## config.mk

```make
export PLATFORM = sky130hd
export DESIGN_NAME = ptm_test_stim_top
export DESIGN_NICKNAME = d
export VERILOG_FILES = /design/src/ptm_pkg.sv /design/src/ptm_interval_timer.sv /design/src/ptm_tbt_pattern.sv /design/src/ptm_test_stim_top.sv
export VERILOG_INCLUDE_DIRS = /design/src
export SDC_FILE = /design/constraint.sdc
export NUM_CORES = 1
export LEC_CHECK = 0
export ABC_AREA = 1
export BUFFER_PORTS_ARGS = -buffer_cell sky130_fd_sc_hd__buf_2
export CAP_MARGIN = 15
export CORE_MARGIN = 3
export CORE_UTILIZATION = 35
export CTS_CLUSTER_SIZE = 30
export DETAILED_ROUTE_END_ITERATION = 8
export PLACE_DENSITY = 0.61
export SYNTH_ARGS = -nofsm -noshare
export SYNTH_HDL_FRONTEND = slang
export SYNTH_HIERARCHICAL = 1
export SYNTH_SLANG_ARGS = --single-unit
```

## constraint.sdc

```tcl
create_clock -name aclk -period 2.1 [get_ports aclk]
set_input_delay 0 -clock aclk [delete_from_list [all_inputs] [get_ports aclk]]
set_output_delay 0 -clock aclk [all_outputs]
set_load 0.02 [all_outputs]
```

## src/ptm_consts.svh

```systemverilog
/*
  Address map, reset values, field masks and timing figures of the test
  pattern and crossover timer block.
  Assumes it is included by bare name from the block's source files.
*/
`ifndef PTM_CONSTS_SVH
`define PTM_CONSTS_SVH

`define PTM_ADDR_W 8
`define PTM_CLK_PERIOD_NS 20

`define PTM_TEST_CFG_ADDR 8'h28
`define PTM_XOVER_ADDR 8'h2C
`define PTM_STATUS_ADDR 8'h30

`define PTM_TEST_CFG_RESET 16'h0480
`define PTM_XOVER_RESET 16'h141F
`define PTM_TEST_CFG_MASK 16'h0FFF
`define PTM_XOVER_MASK 16'h3FFF

`define PTM_CH_ALL_BIT 2
`define PTM_ALL_LANES 4'hF

`define PTM_FLD_UNIT_NS 1000
`define PTM_FAST_UNIT_US 4000
`define PTM_ROBUST_FULL_MS 500
`define PTM_ROBUST_FULL_STEPS 15

`define PTM_LFSR_SEED 16'hACE1
`define PTM_RESP_OKAY 2'h0
`define PTM_RESP_SLVERR 2'h2

`endif

```

## src/ptm_pkg.sv

```systemverilog
/*
  Types of the test pattern and crossover timer block: register layouts,
  pattern codes, modes and the stimulus carrier.
  Assumes nothing beyond a SystemVerilog compiler.
*/
package ptm_pkg;

  typedef enum logic [3:0] {
    PTM_PAT_NLP = 4'b0000,
    PTM_PAT_PULSE1 = 4'b0001,
    PTM_PAT_PULSE0 = 4'b0010,
    PTM_PAT_REP1 = 4'b0011,
    PTM_PAT_REP0 = 4'b0100,
    PTM_PAT_PREAMBLE = 4'b0101,
    PTM_PAT_ONE_IDLE = 4'b0110,
    PTM_PAT_ZERO_IDLE = 4'b0111,
    PTM_PAT_SEQ1001 = 4'b1000,
    PTM_PAT_RANDOM = 4'b1001,
    PTM_PAT_IDLE_00 = 4'b1010,
    PTM_PAT_IDLE_01 = 4'b1011,
    PTM_PAT_IDLE_10 = 4'b1100
  } ptm_tbt_pat_t;

  typedef enum logic [1:0] {
    PTM_MODE_OFF = 2'b00,
    PTM_MODE_TBT = 2'b01,
    PTM_MODE_EXT100 = 2'b10
  } ptm_mode_t;

  typedef enum logic [1:0] {
    PTM_AMP_POS2 = 2'b00,
    PTM_AMP_NEG2 = 2'b01,
    PTM_AMP_POS1 = 2'b10,
    PTM_AMP_NEG1 = 2'b11
  } ptm_amp_t;

  typedef struct packed {
    logic [3:0] rsvd;
    ptm_amp_t test_pulse_amplitude_select;
    logic ext_pattern_zero_count_msb;
    logic ext_pattern_100m_enable;
    logic [2:0] stimulus_channel_select;
    logic tbt_enable;
    logic [3:0] pattern;
  } ptm_test_cfg_t;

  typedef struct packed {
    logic [1:0] rsvd;
    logic [4:0] link_drop_window_count;
    logic [4:0] fast_crossover_timer;
    logic [3:0] robust_crossover_timer;
  } ptm_xover_cfg_t;

  typedef struct packed {
    logic drive;
    logic level;
    logic link_pulse;
    logic [1:0] idle_kind;
  } ptm_tx_sym_t;

  typedef struct packed {
    ptm_mode_t mode;
    logic [3:0] lanes;
    logic [3:0] drive;
    logic [3:0] level;
    logic link_pulse;
    logic [1:0] idle_kind;
  } ptm_stim_t;

endpackage : ptm_pkg

```

## src/ptm_interval_timer.sv

```systemverilog
/*
  Interval timer: a prescaler of UNIT_CYCLES clocks and a unit counter that
  emits a one-cycle tick each time the programmed number of units elapses.
  Assumes interval is a static register field; zero means no ticks.
*/
`timescale 1ns/1ps
`default_nettype none

module ptm_interval_timer #(
  parameter int UNIT_CYCLES = 50,
  parameter int VAL_W = 5
) (
  input wire logic aclk,
  input wire logic aresetn,
  input wire logic run,
  input wire logic [VAL_W-1:0] interval,
  output logic tick_reg
);
  localparam int PW = $clog2(UNIT_CYCLES + 1);

  logic [PW-1:0] pre_reg;
  logic [VAL_W-1:0] units_reg;
  logic unit_end;
  logic last_unit;

  assign unit_end = (pre_reg == PW'(UNIT_CYCLES - 1));
  assign last_unit = ({1'b0, units_reg} + 1'b1) >= {1'b0, interval};

  always_ff @(posedge aclk) begin
    if (!aresetn || !run || unit_end) begin
      pre_reg <= '0;
    end else begin
      pre_reg <= pre_reg + 1'b1;
    end
  end

  always_ff @(posedge aclk) begin
    if (!aresetn || !run) begin
      units_reg <= '0;
    end else if (unit_end) begin
      units_reg <= last_unit ? '0 : units_reg + 1'b1;
    end
  end

  always_ff @(posedge aclk) begin
    if (!aresetn) begin
      tick_reg <= 1'b0;
    end else begin
      tick_reg <= run && unit_end && last_unit && (interval != '0);
    end
  end

endmodule : ptm_interval_timer

`default_nettype wire

```

## src/ptm_tbt_pattern.sv

```systemverilog
/*
  10BASE-T test pattern source: turns the 4-bit pattern code into one
  symbol per clock.
  Assumes restart pulses for one cycle whenever the configuration is written.
*/
`timescale 1ns/1ps
`default_nettype none
`include "ptm_consts.svh"

module ptm_tbt_pattern
  import ptm_pkg::*;
(
  input wire logic aclk,
  input wire logic aresetn,
  input wire logic enable,
  input wire logic restart,
  input wire logic [3:0] pattern,
  output ptm_tx_sym_t sym_reg
);
  logic fired_reg;
  logic [1:0] phase_reg;
  logic [15:0] lfsr_reg;
  ptm_tx_sym_t sym_next;
  logic seq_ok;

  // Single shot patterns fire once after enable or a fresh write
  always_ff @(posedge aclk) begin
    if (!aresetn) begin
      fired_reg <= 1'b0;
    end else begin
      fired_reg <= enable && !restart;
    end
  end

  always_ff @(posedge aclk) begin
    if (!aresetn || !enable || restart) begin
      phase_reg <= 2'h0;
    end else begin
      phase_reg <= phase_reg + 2'h1;
    end
  end

  always_ff @(posedge aclk) begin
    if (!aresetn) begin
      lfsr_reg <= `PTM_LFSR_SEED;
    end else if (enable) begin
      lfsr_reg <= {lfsr_reg[14:0], lfsr_reg[15] ^ lfsr_reg[13] ^ lfsr_reg[12] ^ lfsr_reg[10]};
    end
  end

  always_comb begin
    sym_next = '0;
    if (enable && !restart) begin
      case (pattern)
        PTM_PAT_NLP: sym_next.link_pulse = !fired_reg;
        PTM_PAT_PULSE1: begin
          sym_next.drive = !fired_reg;
          sym_next.level = 1'b1;
        end
        PTM_PAT_PULSE0: sym_next.drive = !fired_reg;
        PTM_PAT_REP1: begin
          sym_next.drive = 1'b1;
          sym_next.level = 1'b1;
        end
        PTM_PAT_REP0: sym_next.drive = 1'b1;
        PTM_PAT_PREAMBLE: begin
          sym_next.drive = 1'b1;
          sym_next.level = !phase_reg[0];
        end
        PTM_PAT_ONE_IDLE: begin
          sym_next.drive = !fired_reg;
          sym_next.level = 1'b1;
        end
        PTM_PAT_ZERO_IDLE: sym_next.drive = !fired_reg;
        PTM_PAT_SEQ1001: begin
          sym_next.drive = 1'b1;
          sym_next.level = (phase_reg[1] == phase_reg[0]);
        end
        PTM_PAT_RANDOM: begin
          sym_next.drive = 1'b1;
          sym_next.level = lfsr_reg[0];
        end
        PTM_PAT_IDLE_00: sym_next.idle_kind = 2'b00;
        PTM_PAT_IDLE_01: sym_next.idle_kind = 2'b01;
        PTM_PAT_IDLE_10: sym_next.idle_kind = 2'b10;
        default: sym_next.idle_kind = 2'b10;
      endcase
    end
  end

  always_ff @(posedge aclk) begin
    if (!aresetn) begin
      sym_reg <= '0;
    end else begin
      sym_reg <= sym_next;
    end
  end

  assign seq_ok = enable && !restart && (pattern == PTM_PAT_SEQ1001);

  chk_tbt_off_quiet: assert property (@(posedge aclk) disable iff (!aresetn)
    !enable |=> (sym_reg == '0))
    else $error("10BASE-T symbol active while test modes disabled");

  chk_repeat_ones: assert property (@(posedge aclk) disable iff (!aresetn)
    (enable && !restart && pattern == PTM_PAT_REP1)[*2] |=> sym_reg.drive && sym_reg.level)
    else $error("repetitive ones not driven");

  chk_preamble_alternates: assert property (@(posedge aclk) disable iff (!aresetn)
    (enable && !restart && pattern == PTM_PAT_PREAMBLE)[*2]
      |=> sym_reg.drive && (sym_reg.level != $past(sym_reg.level)))
    else $error("preamble does not alternate");

  chk_seq_1001_phase: assert property (@(posedge aclk) disable iff (!aresetn)
    seq_ok |=> sym_reg.level == ($past(phase_reg) == 2'h0 || $past(phase_reg) == 2'h3))
    else $error("1001 sequence out of order");

  chk_high_codes_idle: assert property (@(posedge aclk) disable iff (!aresetn)
    (enable && !restart && pattern > 4'hC) |=> !sym_reg.drive && sym_reg.idle_kind == 2'b10)
    else $error("undefined code produced stimulus");

endmodule : ptm_tbt_pattern

`default_nettype wire

```

## src/ptm_test_stim_top.sv

```systemverilog
/*
  Test pattern stimulus and crossover timer configuration with an AXI4-Lite
  register slave, the 100M extended pattern generator, channel steering and
  the link drop window and crossover swap timers.
  Assumes one clock, synchronous active low reset and a single AXI4-Lite master.
*/
`timescale 1ns/1ps
`default_nettype none
`include "ptm_consts.svh"

module ptm_test_stim_top
  import ptm_pkg::*;
#(
  parameter int FLD_UNIT_CYCLES = `PTM_FLD_UNIT_NS / `PTM_CLK_PERIOD_NS,
  parameter int FAST_UNIT_CYCLES = `PTM_FAST_UNIT_US * 1000 / `PTM_CLK_PERIOD_NS,
  parameter int ROBUST_UNIT_CYCLES =
    `PTM_ROBUST_FULL_MS * 1000000 / (`PTM_CLK_PERIOD_NS * `PTM_ROBUST_FULL_STEPS)
) (
  input wire logic aclk,
  input wire logic aresetn,
  input wire logic [`PTM_ADDR_W-1:0] awaddr,
  input wire logic awvalid,
  output logic awready,
  input wire logic [31:0] wdata,
  input wire logic [3:0] wstrb,
  input wire logic wvalid,
  output logic wready,
  output logic [1:0] bresp,
  output logic bvalid,
  input wire logic bready,
  input wire logic [`PTM_ADDR_W-1:0] araddr,
  input wire logic arvalid,
  output logic arready,
  output logic [31:0] rdata,
  output logic [1:0] rresp,
  output logic rvalid,
  input wire logic rready,
  input wire logic crossover_hunt,
  input wire logic crossover_fast_mode,
  output ptm_stim_t stim,
  output ptm_amp_t test_pulse_amplitude_select,
  output logic mdix_swapped,
  output logic link_drop_window_tick
);
  ptm_test_cfg_t test_cfg_reg;
  ptm_xover_cfg_t xover_cfg_reg;
  logic aw_got_reg;
  logic w_got_reg;
  logic [`PTM_ADDR_W-1:0] aw_addr_reg;
  logic [31:0] w_data_reg;
  logic [3:0] w_strb_reg;
  logic wr_commit;
  logic [`PTM_ADDR_W-1:0] wr_word;
  logic [`PTM_ADDR_W-1:0] rd_word;
  logic cfg_written_reg;
  logic [4:0] zero_count;
  logic ext_run;
  logic [4:0] ext_cnt_reg;
  logic ext_bit_reg;
  logic ext_drive_reg;
  ptm_tx_sym_t tbt_sym;
  ptm_mode_t mode;
  logic [3:0] chan_mask;
  ptm_stim_t stim_reg;
  ptm_amp_t amp_reg;
  logic fast_tick;
  logic robust_tick;
  logic fld_tick;
  logic mdix_swapped_reg;

  // Keep only the writable bits of a 16-bit register, merging byte lanes
  function automatic logic [15:0] ptm_merge(input logic [15:0] old_val,
                                            input logic [31:0] data,
                                            input logic [3:0] strb,
                                            input logic [15:0] mask);
    logic [15:0] merged;
    merged[7:0] = strb[0] ? data[7:0] : old_val[7:0];
    merged[15:8] = strb[1] ? data[15:8] : old_val[15:8];
    return merged & mask;
  endfunction : ptm_merge

  // AXI4-Lite write address and data, taken in either order
  assign wr_commit = aw_got_reg && w_got_reg && !bvalid;
  assign wr_word = {aw_addr_reg[`PTM_ADDR_W-1:2], 2'b00};
  assign rd_word = {araddr[`PTM_ADDR_W-1:2], 2'b00};

  always_ff @(posedge aclk) begin
    if (!aresetn) begin
      awready <= 1'b0;
      aw_got_reg <= 1'b0;
      aw_addr_reg <= '0;
    end else if (awvalid && awready) begin
      awready <= 1'b0;
      aw_got_reg <= 1'b1;
      aw_addr_reg <= awaddr;
    end else if (wr_commit) begin
      aw_got_reg <= 1'b0;
    end else if (!aw_got_reg && !bvalid && !awready) begin
      awready <= 1'b1;
    end
  end

  always_ff @(posedge aclk) begin
    if (!aresetn) begin
      wready <= 1'b0;
      w_got_reg <= 1'b0;
      w_data_reg <= '0;
      w_strb_reg <= '0;
    end else if (wvalid && wready) begin
      wready <= 1'b0;
      w_got_reg <= 1'b1;
      w_data_reg <= wdata;
      w_strb_reg <= wstrb;
    end else if (wr_commit) begin
      w_got_reg <= 1'b0;
    end else if (!w_got_reg && !bvalid && !wready) begin
      wready <= 1'b1;
    end
  end

  always_ff @(posedge aclk) begin
    if (!aresetn) begin
      bvalid <= 1'b0;
      bresp <= `PTM_RESP_OKAY;
    end else if (wr_commit) begin
      bvalid <= 1'b1;
      if (wr_word == `PTM_TEST_CFG_ADDR || wr_word == `PTM_XOVER_ADDR) begin
        bresp <= `PTM_RESP_OKAY;
      end else begin
        bresp <= `PTM_RESP_SLVERR;
      end
    end else if (bready) begin
      bvalid <= 1'b0;
    end
  end

  // Register storage; the status word is read only
  always_ff @(posedge aclk) begin
    if (!aresetn) begin
      test_cfg_reg <= `PTM_TEST_CFG_RESET;
      xover_cfg_reg <= `PTM_XOVER_RESET;
    end else if (wr_commit && wr_word == `PTM_TEST_CFG_ADDR) begin
      test_cfg_reg <= ptm_merge(test_cfg_reg, w_data_reg, w_strb_reg, `PTM_TEST_CFG_MASK);
    end else if (wr_commit && wr_word == `PTM_XOVER_ADDR) begin
      xover_cfg_reg <= ptm_merge(xover_cfg_reg, w_data_reg, w_strb_reg, `PTM_XOVER_MASK);
    end
  end

  // A write to the test configuration restarts every running pattern except the random one, whose LFSR runs on
  always_ff @(posedge aclk) begin
    if (!aresetn) begin
      cfg_written_reg <= 1'b0;
    end else begin
      cfg_written_reg <= wr_commit && wr_word == `PTM_TEST_CFG_ADDR;
    end
  end

  always_ff @(posedge aclk) begin
    if (!aresetn) begin
      arready <= 1'b0;
      rvalid <= 1'b0;
      rdata <= '0;
      rresp <= `PTM_RESP_OKAY;
    end else if (arvalid && arready) begin
      arready <= 1'b0;
      rvalid <= 1'b1;
      rresp <= `PTM_RESP_OKAY;
      case (rd_word)
        `PTM_TEST_CFG_ADDR: rdata <= {16'h0000, test_cfg_reg};
        `PTM_XOVER_ADDR: rdata <= {16'h0000, xover_cfg_reg};
        `PTM_STATUS_ADDR: rdata <= {24'h000000, mdix_swapped_reg, ext_cnt_reg, mode};
        default: begin
          rdata <= '0;
          rresp <= `PTM_RESP_SLVERR;
        end
      endcase
    end else if (rvalid && rready) begin
      rvalid <= 1'b0;
    end else if (!rvalid && !arready) begin
      arready <= 1'b1;
    end
  end

  // Extended 100M pattern: one 1 followed by zero_count zeros
  assign zero_count = {test_cfg_reg.ext_pattern_zero_count_msb, test_cfg_reg.pattern};
  assign ext_run = test_cfg_reg.ext_pattern_100m_enable && !test_cfg_reg.tbt_enable
                   && !cfg_written_reg;

  always_ff @(posedge aclk) begin
    if (!aresetn || !ext_run || zero_count == 5'h00) begin
      ext_cnt_reg <= 5'h00;
      ext_bit_reg <= 1'b0;
      ext_drive_reg <= 1'b0;
    end else if (ext_cnt_reg == 5'h00) begin
      ext_cnt_reg <= zero_count;
      ext_bit_reg <= 1'b1;
      ext_drive_reg <= 1'b1;
    end else begin
      ext_cnt_reg <= ext_cnt_reg - 5'h01;
      ext_bit_reg <= 1'b0;
      ext_drive_reg <= 1'b1;
    end
  end

  ptm_tbt_pattern u_tbt (
    .aclk(aclk),
    .aresetn(aresetn),
    .enable(test_cfg_reg.tbt_enable),
    .restart(cfg_written_reg),
    .pattern(test_cfg_reg.pattern),
    .sym_reg(tbt_sym)
  );

  // 10BASE-T test modes take precedence over the extended 100M pattern
  always_comb begin
    if (test_cfg_reg.tbt_enable) begin
      mode = PTM_MODE_TBT;
    end else if (test_cfg_reg.ext_pattern_100m_enable) begin
      mode = PTM_MODE_EXT100;
    end else begin
      mode = PTM_MODE_OFF;
    end
  end

  always_comb begin
    if (test_cfg_reg.stimulus_channel_select[`PTM_CH_ALL_BIT]) begin
      chan_mask = `PTM_ALL_LANES;
    end else begin
      chan_mask = 4'h1 << test_cfg_reg.stimulus_channel_select[1:0];
    end
  end

  always_ff @(posedge aclk) begin
    if (!aresetn) begin
      stim_reg <= '0;
    end else begin
      stim_reg.mode <= mode;
      case (mode)
        PTM_MODE_TBT: begin
          stim_reg.lanes <= chan_mask;
          stim_reg.drive <= tbt_sym.drive ? chan_mask : 4'h0;
          stim_reg.level <= tbt_sym.level ? chan_mask : 4'h0;
          stim_reg.link_pulse <= tbt_sym.link_pulse;
          stim_reg.idle_kind <= tbt_sym.idle_kind;
        end
        PTM_MODE_EXT100: begin
          stim_reg.lanes <= chan_mask;
          stim_reg.drive <= ext_drive_reg ? chan_mask : 4'h0;
          stim_reg.level <= ext_bit_reg ? chan_mask : 4'h0;
          stim_reg.link_pulse <= 1'b0;
          stim_reg.idle_kind <= 2'b00;
        end
        default: begin
          stim_reg.lanes <= 4'h0;
          stim_reg.drive <= 4'h0;
          stim_reg.level <= 4'h0;
          stim_reg.link_pulse <= 1'b0;
          stim_reg.idle_kind <= 2'b00;
        end
      endcase
    end
  end

  always_ff @(posedge aclk) begin
    if (!aresetn) begin
      amp_reg <= PTM_AMP_NEG2;
    end else begin
      amp_reg <= test_cfg_reg.test_pulse_amplitude_select;
    end
  end

  // Link drop window and crossover swap timers
  ptm_interval_timer #(.UNIT_CYCLES(FLD_UNIT_CYCLES), .VAL_W(5)) u_fld_timer (
    .aclk(aclk),
    .aresetn(aresetn),
    .run(1'b1),
    .interval(xover_cfg_reg.link_drop_window_count),
    .tick_reg(fld_tick)
  );

  ptm_interval_timer #(.UNIT_CYCLES(FAST_UNIT_CYCLES), .VAL_W(5)) u_fast_timer (
    .aclk(aclk),
    .aresetn(aresetn),
    .run(crossover_hunt && crossover_fast_mode),
    .interval(xover_cfg_reg.fast_crossover_timer),
    .tick_reg(fast_tick)
  );

  ptm_interval_timer #(.UNIT_CYCLES(ROBUST_UNIT_CYCLES), .VAL_W(4)) u_robust_timer (
    .aclk(aclk),
    .aresetn(aresetn),
    .run(crossover_hunt && !crossover_fast_mode),
    .interval(xover_cfg_reg.robust_crossover_timer),
    .tick_reg(robust_tick)
  );

  always_ff @(posedge aclk) begin
    if (!aresetn) begin
      mdix_swapped_reg <= 1'b0;
    end else if (fast_tick || robust_tick) begin
      mdix_swapped_reg <= !mdix_swapped_reg;
    end
  end

  assign stim = stim_reg;
  assign test_pulse_amplitude_select = amp_reg;
  assign mdix_swapped = mdix_swapped_reg;
  assign link_drop_window_tick = fld_tick;

  chk_one_then_zeros: assert property (@(posedge aclk) disable iff (!aresetn)
    (ext_run && zero_count != 5'h00 && ext_cnt_reg == 5'h00)
      |=> ext_bit_reg && ext_cnt_reg == $past(zero_count) ##1 !ext_bit_reg)
    else $error("extended pattern does not send one then zeros");

  chk_zero_count_clear: assert property (@(posedge aclk) disable iff (!aresetn)
    (zero_count == 5'h00) |=> ext_cnt_reg == 5'h00 && !ext_drive_reg ##1 stim_reg.drive == 4'h0
      || stim_reg.mode != PTM_MODE_EXT100)
    else $error("zero count did not clear the shift register");

  chk_ext_enable_gate: assert property (@(posedge aclk) disable iff (!aresetn)
    !test_cfg_reg.ext_pattern_100m_enable |=> !ext_drive_reg && stim_reg.mode != PTM_MODE_EXT100)
    else $error("extended pattern ran while disabled");

  chk_all_channels: assert property (@(posedge aclk) disable iff (!aresetn)
    (mode != PTM_MODE_OFF && test_cfg_reg.stimulus_channel_select[`PTM_CH_ALL_BIT])
      |=> stim_reg.lanes == `PTM_ALL_LANES)
    else $error("all-channel select did not drive four channels");

  chk_single_channel: assert property (@(posedge aclk) disable iff (!aresetn)
    (mode != PTM_MODE_OFF && !test_cfg_reg.stimulus_channel_select[`PTM_CH_ALL_BIT])
      |=> stim_reg.lanes == (4'h1 << $past(test_cfg_reg.stimulus_channel_select[1:0])))
    else $error("single channel steering wrong");

  chk_window_reset: assert property (@(posedge aclk) disable iff (!aresetn)
    $rose(aresetn) |-> xover_cfg_reg.link_drop_window_count == 5'h0A
      && xover_cfg_reg.robust_crossover_timer == 4'hF)
    else $error("timer fields not at reset values");

  chk_fast_swap: assert property (@(posedge aclk) disable iff (!aresetn)
    fast_tick |=> mdix_swapped_reg != $past(mdix_swapped_reg))
    else $error("fast crossover tick did not swap");

  chk_robust_swap: assert property (@(posedge aclk) disable iff (!aresetn)
    (robust_tick && !fast_tick) |=> mdix_swapped_reg != $past(mdix_swapped_reg))
    else $error("robust crossover tick did not swap");

  chk_pulse_amplitude: assert property (@(posedge aclk) disable iff (!aresetn)
    $rose(aresetn) |-> ##1 amp_reg == PTM_AMP_NEG2 || $past(wr_commit))
    else $error("pulse amplitude not at reset setting");

endmodule : ptm_test_stim_top

`default_nettype wire

```

## Word-level counts from Yosys, hierarchy flattened

Cells that the tools add are included.

| word-level totals | value |
|---|---|
| bits in registers | 207 |
| bits of input ports | 61 |
| logic and storage cells | 203 |

| cells by class | value |
|---|---|
| add/sub/neg operators | 11 |
| $lt $le $gt $ge | 3 |
| equal/unequal tests | 22 |
| shifts and indexed selects | 1 |
| multiplexer cells | 27 |
| bitwise logic cells | 7 |
| reduce and logical (&&, ||, !) cells | 81 |

Operators with widths:

| kind | number |
|---|---|
| $pmux 14 s3 | 1 |
| $eq 6x4->1 const B | 5 |
| $pmux 15 s2 | 1 |
| $logic_and 1x1->1 | 26 |
| $mux 4 | 6 |
| $add 21x1->21 const B | 1 |
| $eq 21x21->1 const B | 1 |
| $add 18x1->18 const B | 1 |
| $eq 18x18->1 const B | 1 |
| $logic_not 1->1 | 17 |
| $eq 4x3->1 const B | 4 |
| $eq 4x4->1 const B | 4 |
| $mux 5 | 3 |
| $add 5x1->6 const B | 2 |
| $ge 6x5->1 | 2 |
| $reduce_and 2->1 | 6 |
| $logic_or 1x1->1 | 11 |
| $reduce_or 11->1 | 1 |
| $add 5x1->5 const B | 2 |
| $logic_not 5->1 | 2 |
| $reduce_bool 5->1 | 2 |
| $mux 1 | 9 |
| $reduce_and 3->1 | 3 |
| $eq 4x2->1 const B | 2 |
| other kinds (25) | 39 |

## Logic depth before layout (Yosys ltp)

| depth | value |
|---|---|
| word-level depth | 7 |
| mapped depth | 12 |
| mapped depth without buffers | 12 |

## Cells and area by module

The synthesis kept the hierarchy.

By module, submodules not included:

| module | times used | cells each | area each (um^2) |
|---|---|---|---|
| ptm_test_stim_top | 1 | 553 | 4126.5 |
| ptm_interval_timer (u_robust_timer) | 1 | 220 | 1487.7 |
| ptm_interval_timer (u_fast_timer) | 1 | 189 | 1331.3 |
| ptm_tbt_pattern | 1 | 128 | 952.2 |
| ptm_interval_timer (u_fld_timer) | 1 | 107 | 767.0 |

## Worst setup path after synthesis

No wires, ideal clock.

| timing | value |
|---|---|
| kind | reg-to-reg |
| start point | register u_fast_timer.units_reg[0] |
| end point | register u_fast_timer.units_reg[3] |
| arrival | 1.709 ns |
| required time | 2.026 ns |
| setup slack | 0.317 ns |
| cell stages (with the launch flop) | 11 |
| clock period less this slack | 1.783 ns |
| cell sequence | dfxtp_1 ha_1 nand3_1 xor2_1 ha_1 and3_1 nand2_1 nand2_1 nor2_1 nand2_1 o21ai_0 |

| between the ends | value |
|---|---|
| cells in the longest elaborated chain, start to end | 3 |
| elaborated cells between the ends (all ways) | 4 |

Ends and longest elaborated chain:

| element | line | source |
|---|---|---|
| start: declaration | ptm_interval_timer.sv:22 | `logic [VAL_W-1:0] units_reg;` |
| start signal: assignment | ptm_interval_timer.sv:41 | `units_reg <= last_unit ? '0 : units_reg + 1'b1;` |
| $add 5x1->6 | ptm_interval_timer.sv:27 | `assign last_unit = ({1'b0, units_reg} + 1'b1) >= {1'b0, interval};` |
| $ge 6x5->1 | ptm_interval_timer.sv:27 |  |
| $mux 5 (*) | ptm_interval_timer.sv:41 |  |

Every way passes the cells marked *; elsewhere a longest branch is shown, timed or not.
A chain may end at the register's enable or synchronous reset.

## Worst setup path in the final report

| timing | value |
|---|---|
| start point | register u_fast_timer.units_reg[0] |
| end point | register u_fast_timer.units_reg[0] |

The elaborated chain is that of the path after synthesis.

==> summary.md <==
| Metric | Value |
|---|---|
| Hold Slack | 49.8 ps |
| Slew margin rel. | 50.8% |
| Top cells by area, synth | dfxtp_1 43%, nand2_1 12%, nor2_1 8.9%, inv_1 5.8%, nand3_1 5.0% |
| Ys Warns | 6 |
| Worst Setup End Kind | flip-flop |
| Leakage power | 4.54 nW |
| CTS root buffer | clkbuf_16 |
| Die Width | 163 um |
| Num CTS Buffers | 17 |
| Period minus WS final | 1920 ps |
| GR Util All Layers | 15.5% |
| Reg2reg setup slack | 180 ps |
| Largest net degree at the start of global routing | 69 |
| Vias | 7562 |
| Arr. time, crit path | 2280 ps |
| IO buf count | 78 |
| Tightest Pin Transition | 736 ps |
| Unique cell type count in the Yosys netlist | 45 |
| Final Setup Violations | 0 |
| Core Area | 23900 um^2 |
| Clock transition at the registers of the reported paths | 70 ps |
| Max Buffers Root-to-Sink | 2 |
| Max reg flops | 21 |
| # rows | 56 |
| Max frequency | 0.520 GHz |
| WP data required | 2450 ps |
| Buffer count from post-CTS setup fixing | 0 |
| Final WL | 20200 um |
| WS Path Type | flip-flop to flip-flop |
| Hold Path Class | input pin to flip-flop |
| Post-synth top area share | 42.7% |
| Clock Skew | 6.90 ps |
| Register area share after synthesis | 42.7% |
| Pins Over Slew Limit | 0 |
| CTS HTree Levels | 4 |
| Synth top cells by count | 279 x nand2_1, 205 x nor2_1, 185 x dfxtp_1 |
| Instance count of the mapped netlist | 1197 |
| Io pins | 123 |
| Hold Violations, Final | 0 |
| Power Dens Cells | 696 nW/um^2 |
| Via density | 4.63 |
| Status | complete, no violations |
| DR WL/cell | 12.4 um |
| Critical path fanouts, max | 6 |
| Synthesized area per cell | 7.24 um^2 |
| Critical Path Source Type | flip-flop |
| Reg-to-Reg Start | u_fast_timer/units_reg[0]$_SDFFE_PP0N_ |
| Final nets | 1385 |
| Layout fillers | 2482 |
| FF+latch count, synth | 185 |
| Final worst path period share | 91.6% |
| Worst vdd ir | 0.443 mV |
| Cell taking the most area after synthesis | dfxtp_1 |
| FF+latch area | 3700 um^2 |
| CTS tree | built |
| # clock sinks | 185 |
| EDFF count, synth | 0 |
| Crit path launch | u_fast_timer/units_reg[0]$_SDFFE_PP0N_ |
| Pre-CTS setup slack | 48.5 ps |
| DR iter-0 viols | 595 |
| Die Y | 163 um |
| Share of cells above drive strength 1 | 13.2% |
| Setup_tns | 0 ps |
| Max-Cap Viols | 0 |
| Grt ovf | 0 |
| DRT Pass-1 Iters | 5 |
| Die area | 26700 um^2 |
| DRC viols | 0 |
| CP Capture Point | u_fast_timer/units_reg[0]$_SDFFE_PP0N_ |
| Routed Antenna Nets | 0 |
| Worst reg2reg path endpoint | u_fast_timer/units_reg[0]$_SDFFE_PP0N_ |
| Worst setup margin | 176 ps |
| RSZ-0062 raised after global routing | false |
| Synth Flop Type | dfxtp_1 |
| Ys async rst share | 0% |
| Worst skew pair latency | 430 ps |
| Most numerous cell in the Yosys netlist | nand2_1 |
| Starting Density | 36.3% |
| Antenna violations before repair | 0 |
| Vias in the first global route | 6873 |
| Synth Cell Area | 8660 um^2 |
| Reg2reg path depth | 10 |
| First-pass GRT wire length | 33600 um |
| Area growth from synthesis to layout | 16.8% |
| RePlAce Congestion | 0.834 |
| Area of the multi-input gates | 4200 um^2 |
| Antenna diode count | 0 |
| DP HPWL | 14600 um |
==> metrics by stage <==
stage	cells	util, %	power, mW	area, um^2
floorplan	1216	-	3.93	8740
detailed placement	1574	38.8	4.01	9280
global route	1633	42.3	7.35	10100
CTS	1633	42.3	7.14	10100
global placement	1574	38.8	4.01	9280
finish	1633	42.3	7.05	10100
==> what timing repair did <==
action,CTS,global route
resized for setup,0,3
hold buffers,27,0
endpoints found under the setup margin,0,7
endpoints found under the hold margin,32,0
==> cells by family after synthesis <==
logic type | synth area share, %
flops | 42.7
other cells | 0.0867
xor+xnor | 2.83
buf+inv | 9.70
fa+ha+maj | 3.32
compound gates | 6.34
simple gates | 35.0
==> how the worst min path moves through the flow <==
stage / start / to / slack (ps) / cells past startpoint
2_1_floorplan: aresetn / u_tbt/lfsr_reg[14]$_SDFFE_PN0P_ / 140 / 2
3_3_place_gp: awaddr[5] / aw_addr_reg[5]$_SDFFE_PN0P_ / 250 / 3
3_5_place_dp: rready / rvalid$_SDFFE_PN0P_ / 250 / 4
4_1_cts: arvalid / rdata[9]$_SDFFE_PN0P_ / 40 / 5
5_1_grt: arvalid / rdata[9]$_SDFFE_PN0P_ / 70 / 5
6_report: arvalid / rdata[3]$_SDFFE_PN0P_ / 50 / 5
==> placed cells by master (no fill, tap or decap), types with 4 or more instances in the layout <==
master / netlist / layout
a21oi_1: 49 / 48
buf_2: 5 / 78
buf_4: 25 / 4
clkbuf_16: 0 / 17
conb_1: 2 / 21
dfxtp_1: 185 / 185
dlygate4sd3_1: 0 / 27
ha_1: 23 / 23
inv_1: 133 / 133
inv_2: 6 / 6
nand2_1: 279 / 279
nand2_2: 5 / 5
nand3_1: 87 / 87
nand4_1: 23 / 23
nor2_1: 205 / 204
nor2_2: 9 / 9
nor2_4: 11 / 12
nor3_1: 11 / 11
nor3_2: 5 / 5
o21ai_0: 49 / 49
or2_2: 4 / 4
xnor2_1: 13 / 13
xor2_1: 15 / 15
==> power breakdown <==
part / switching, mW / internal [mW]
clock network: 1.42 / 1.66
registers: 0.0477 / 3.56
logic: 0.239 / 0.127
==> layer usage <==
| metal | up-vias | global-route usage, % | share of wire, % |
|---|---|---|---|
| met5 | - | 0 | 0 |
| met4 | 0 | 3.34 | 1.3 |
| met3 | 20 | 3.47 | 5.5 |
| met2 | 193 | 23.3 | 43 |
| met1 | 3401 | 22.7 | 51 |
| li1 | 3948 | - | - |
==> cell type report <==
type                       instances  area share [%]
tap                              319            3.95
timing repair buffer             110            7.02
clock buffer                      20            4.32
clock inverter                    12            1.17
sequential                       185            36.6
inverter                         144            5.39
multi-input combinational        843            41.5
==> worst max-delay path, cell delays in order (launching register included) <==
cell,delay [ps]
dfxtp_1,420
ha_1,210
nand3_1,90
xor2_1,200
ha_1,280
and3_1,140
nand2_1,60
nand2_1,80
nor2_4,170
nand2_1,70
a21oi_1,130
Note: power is estimated with default switching activity, not from simulation.
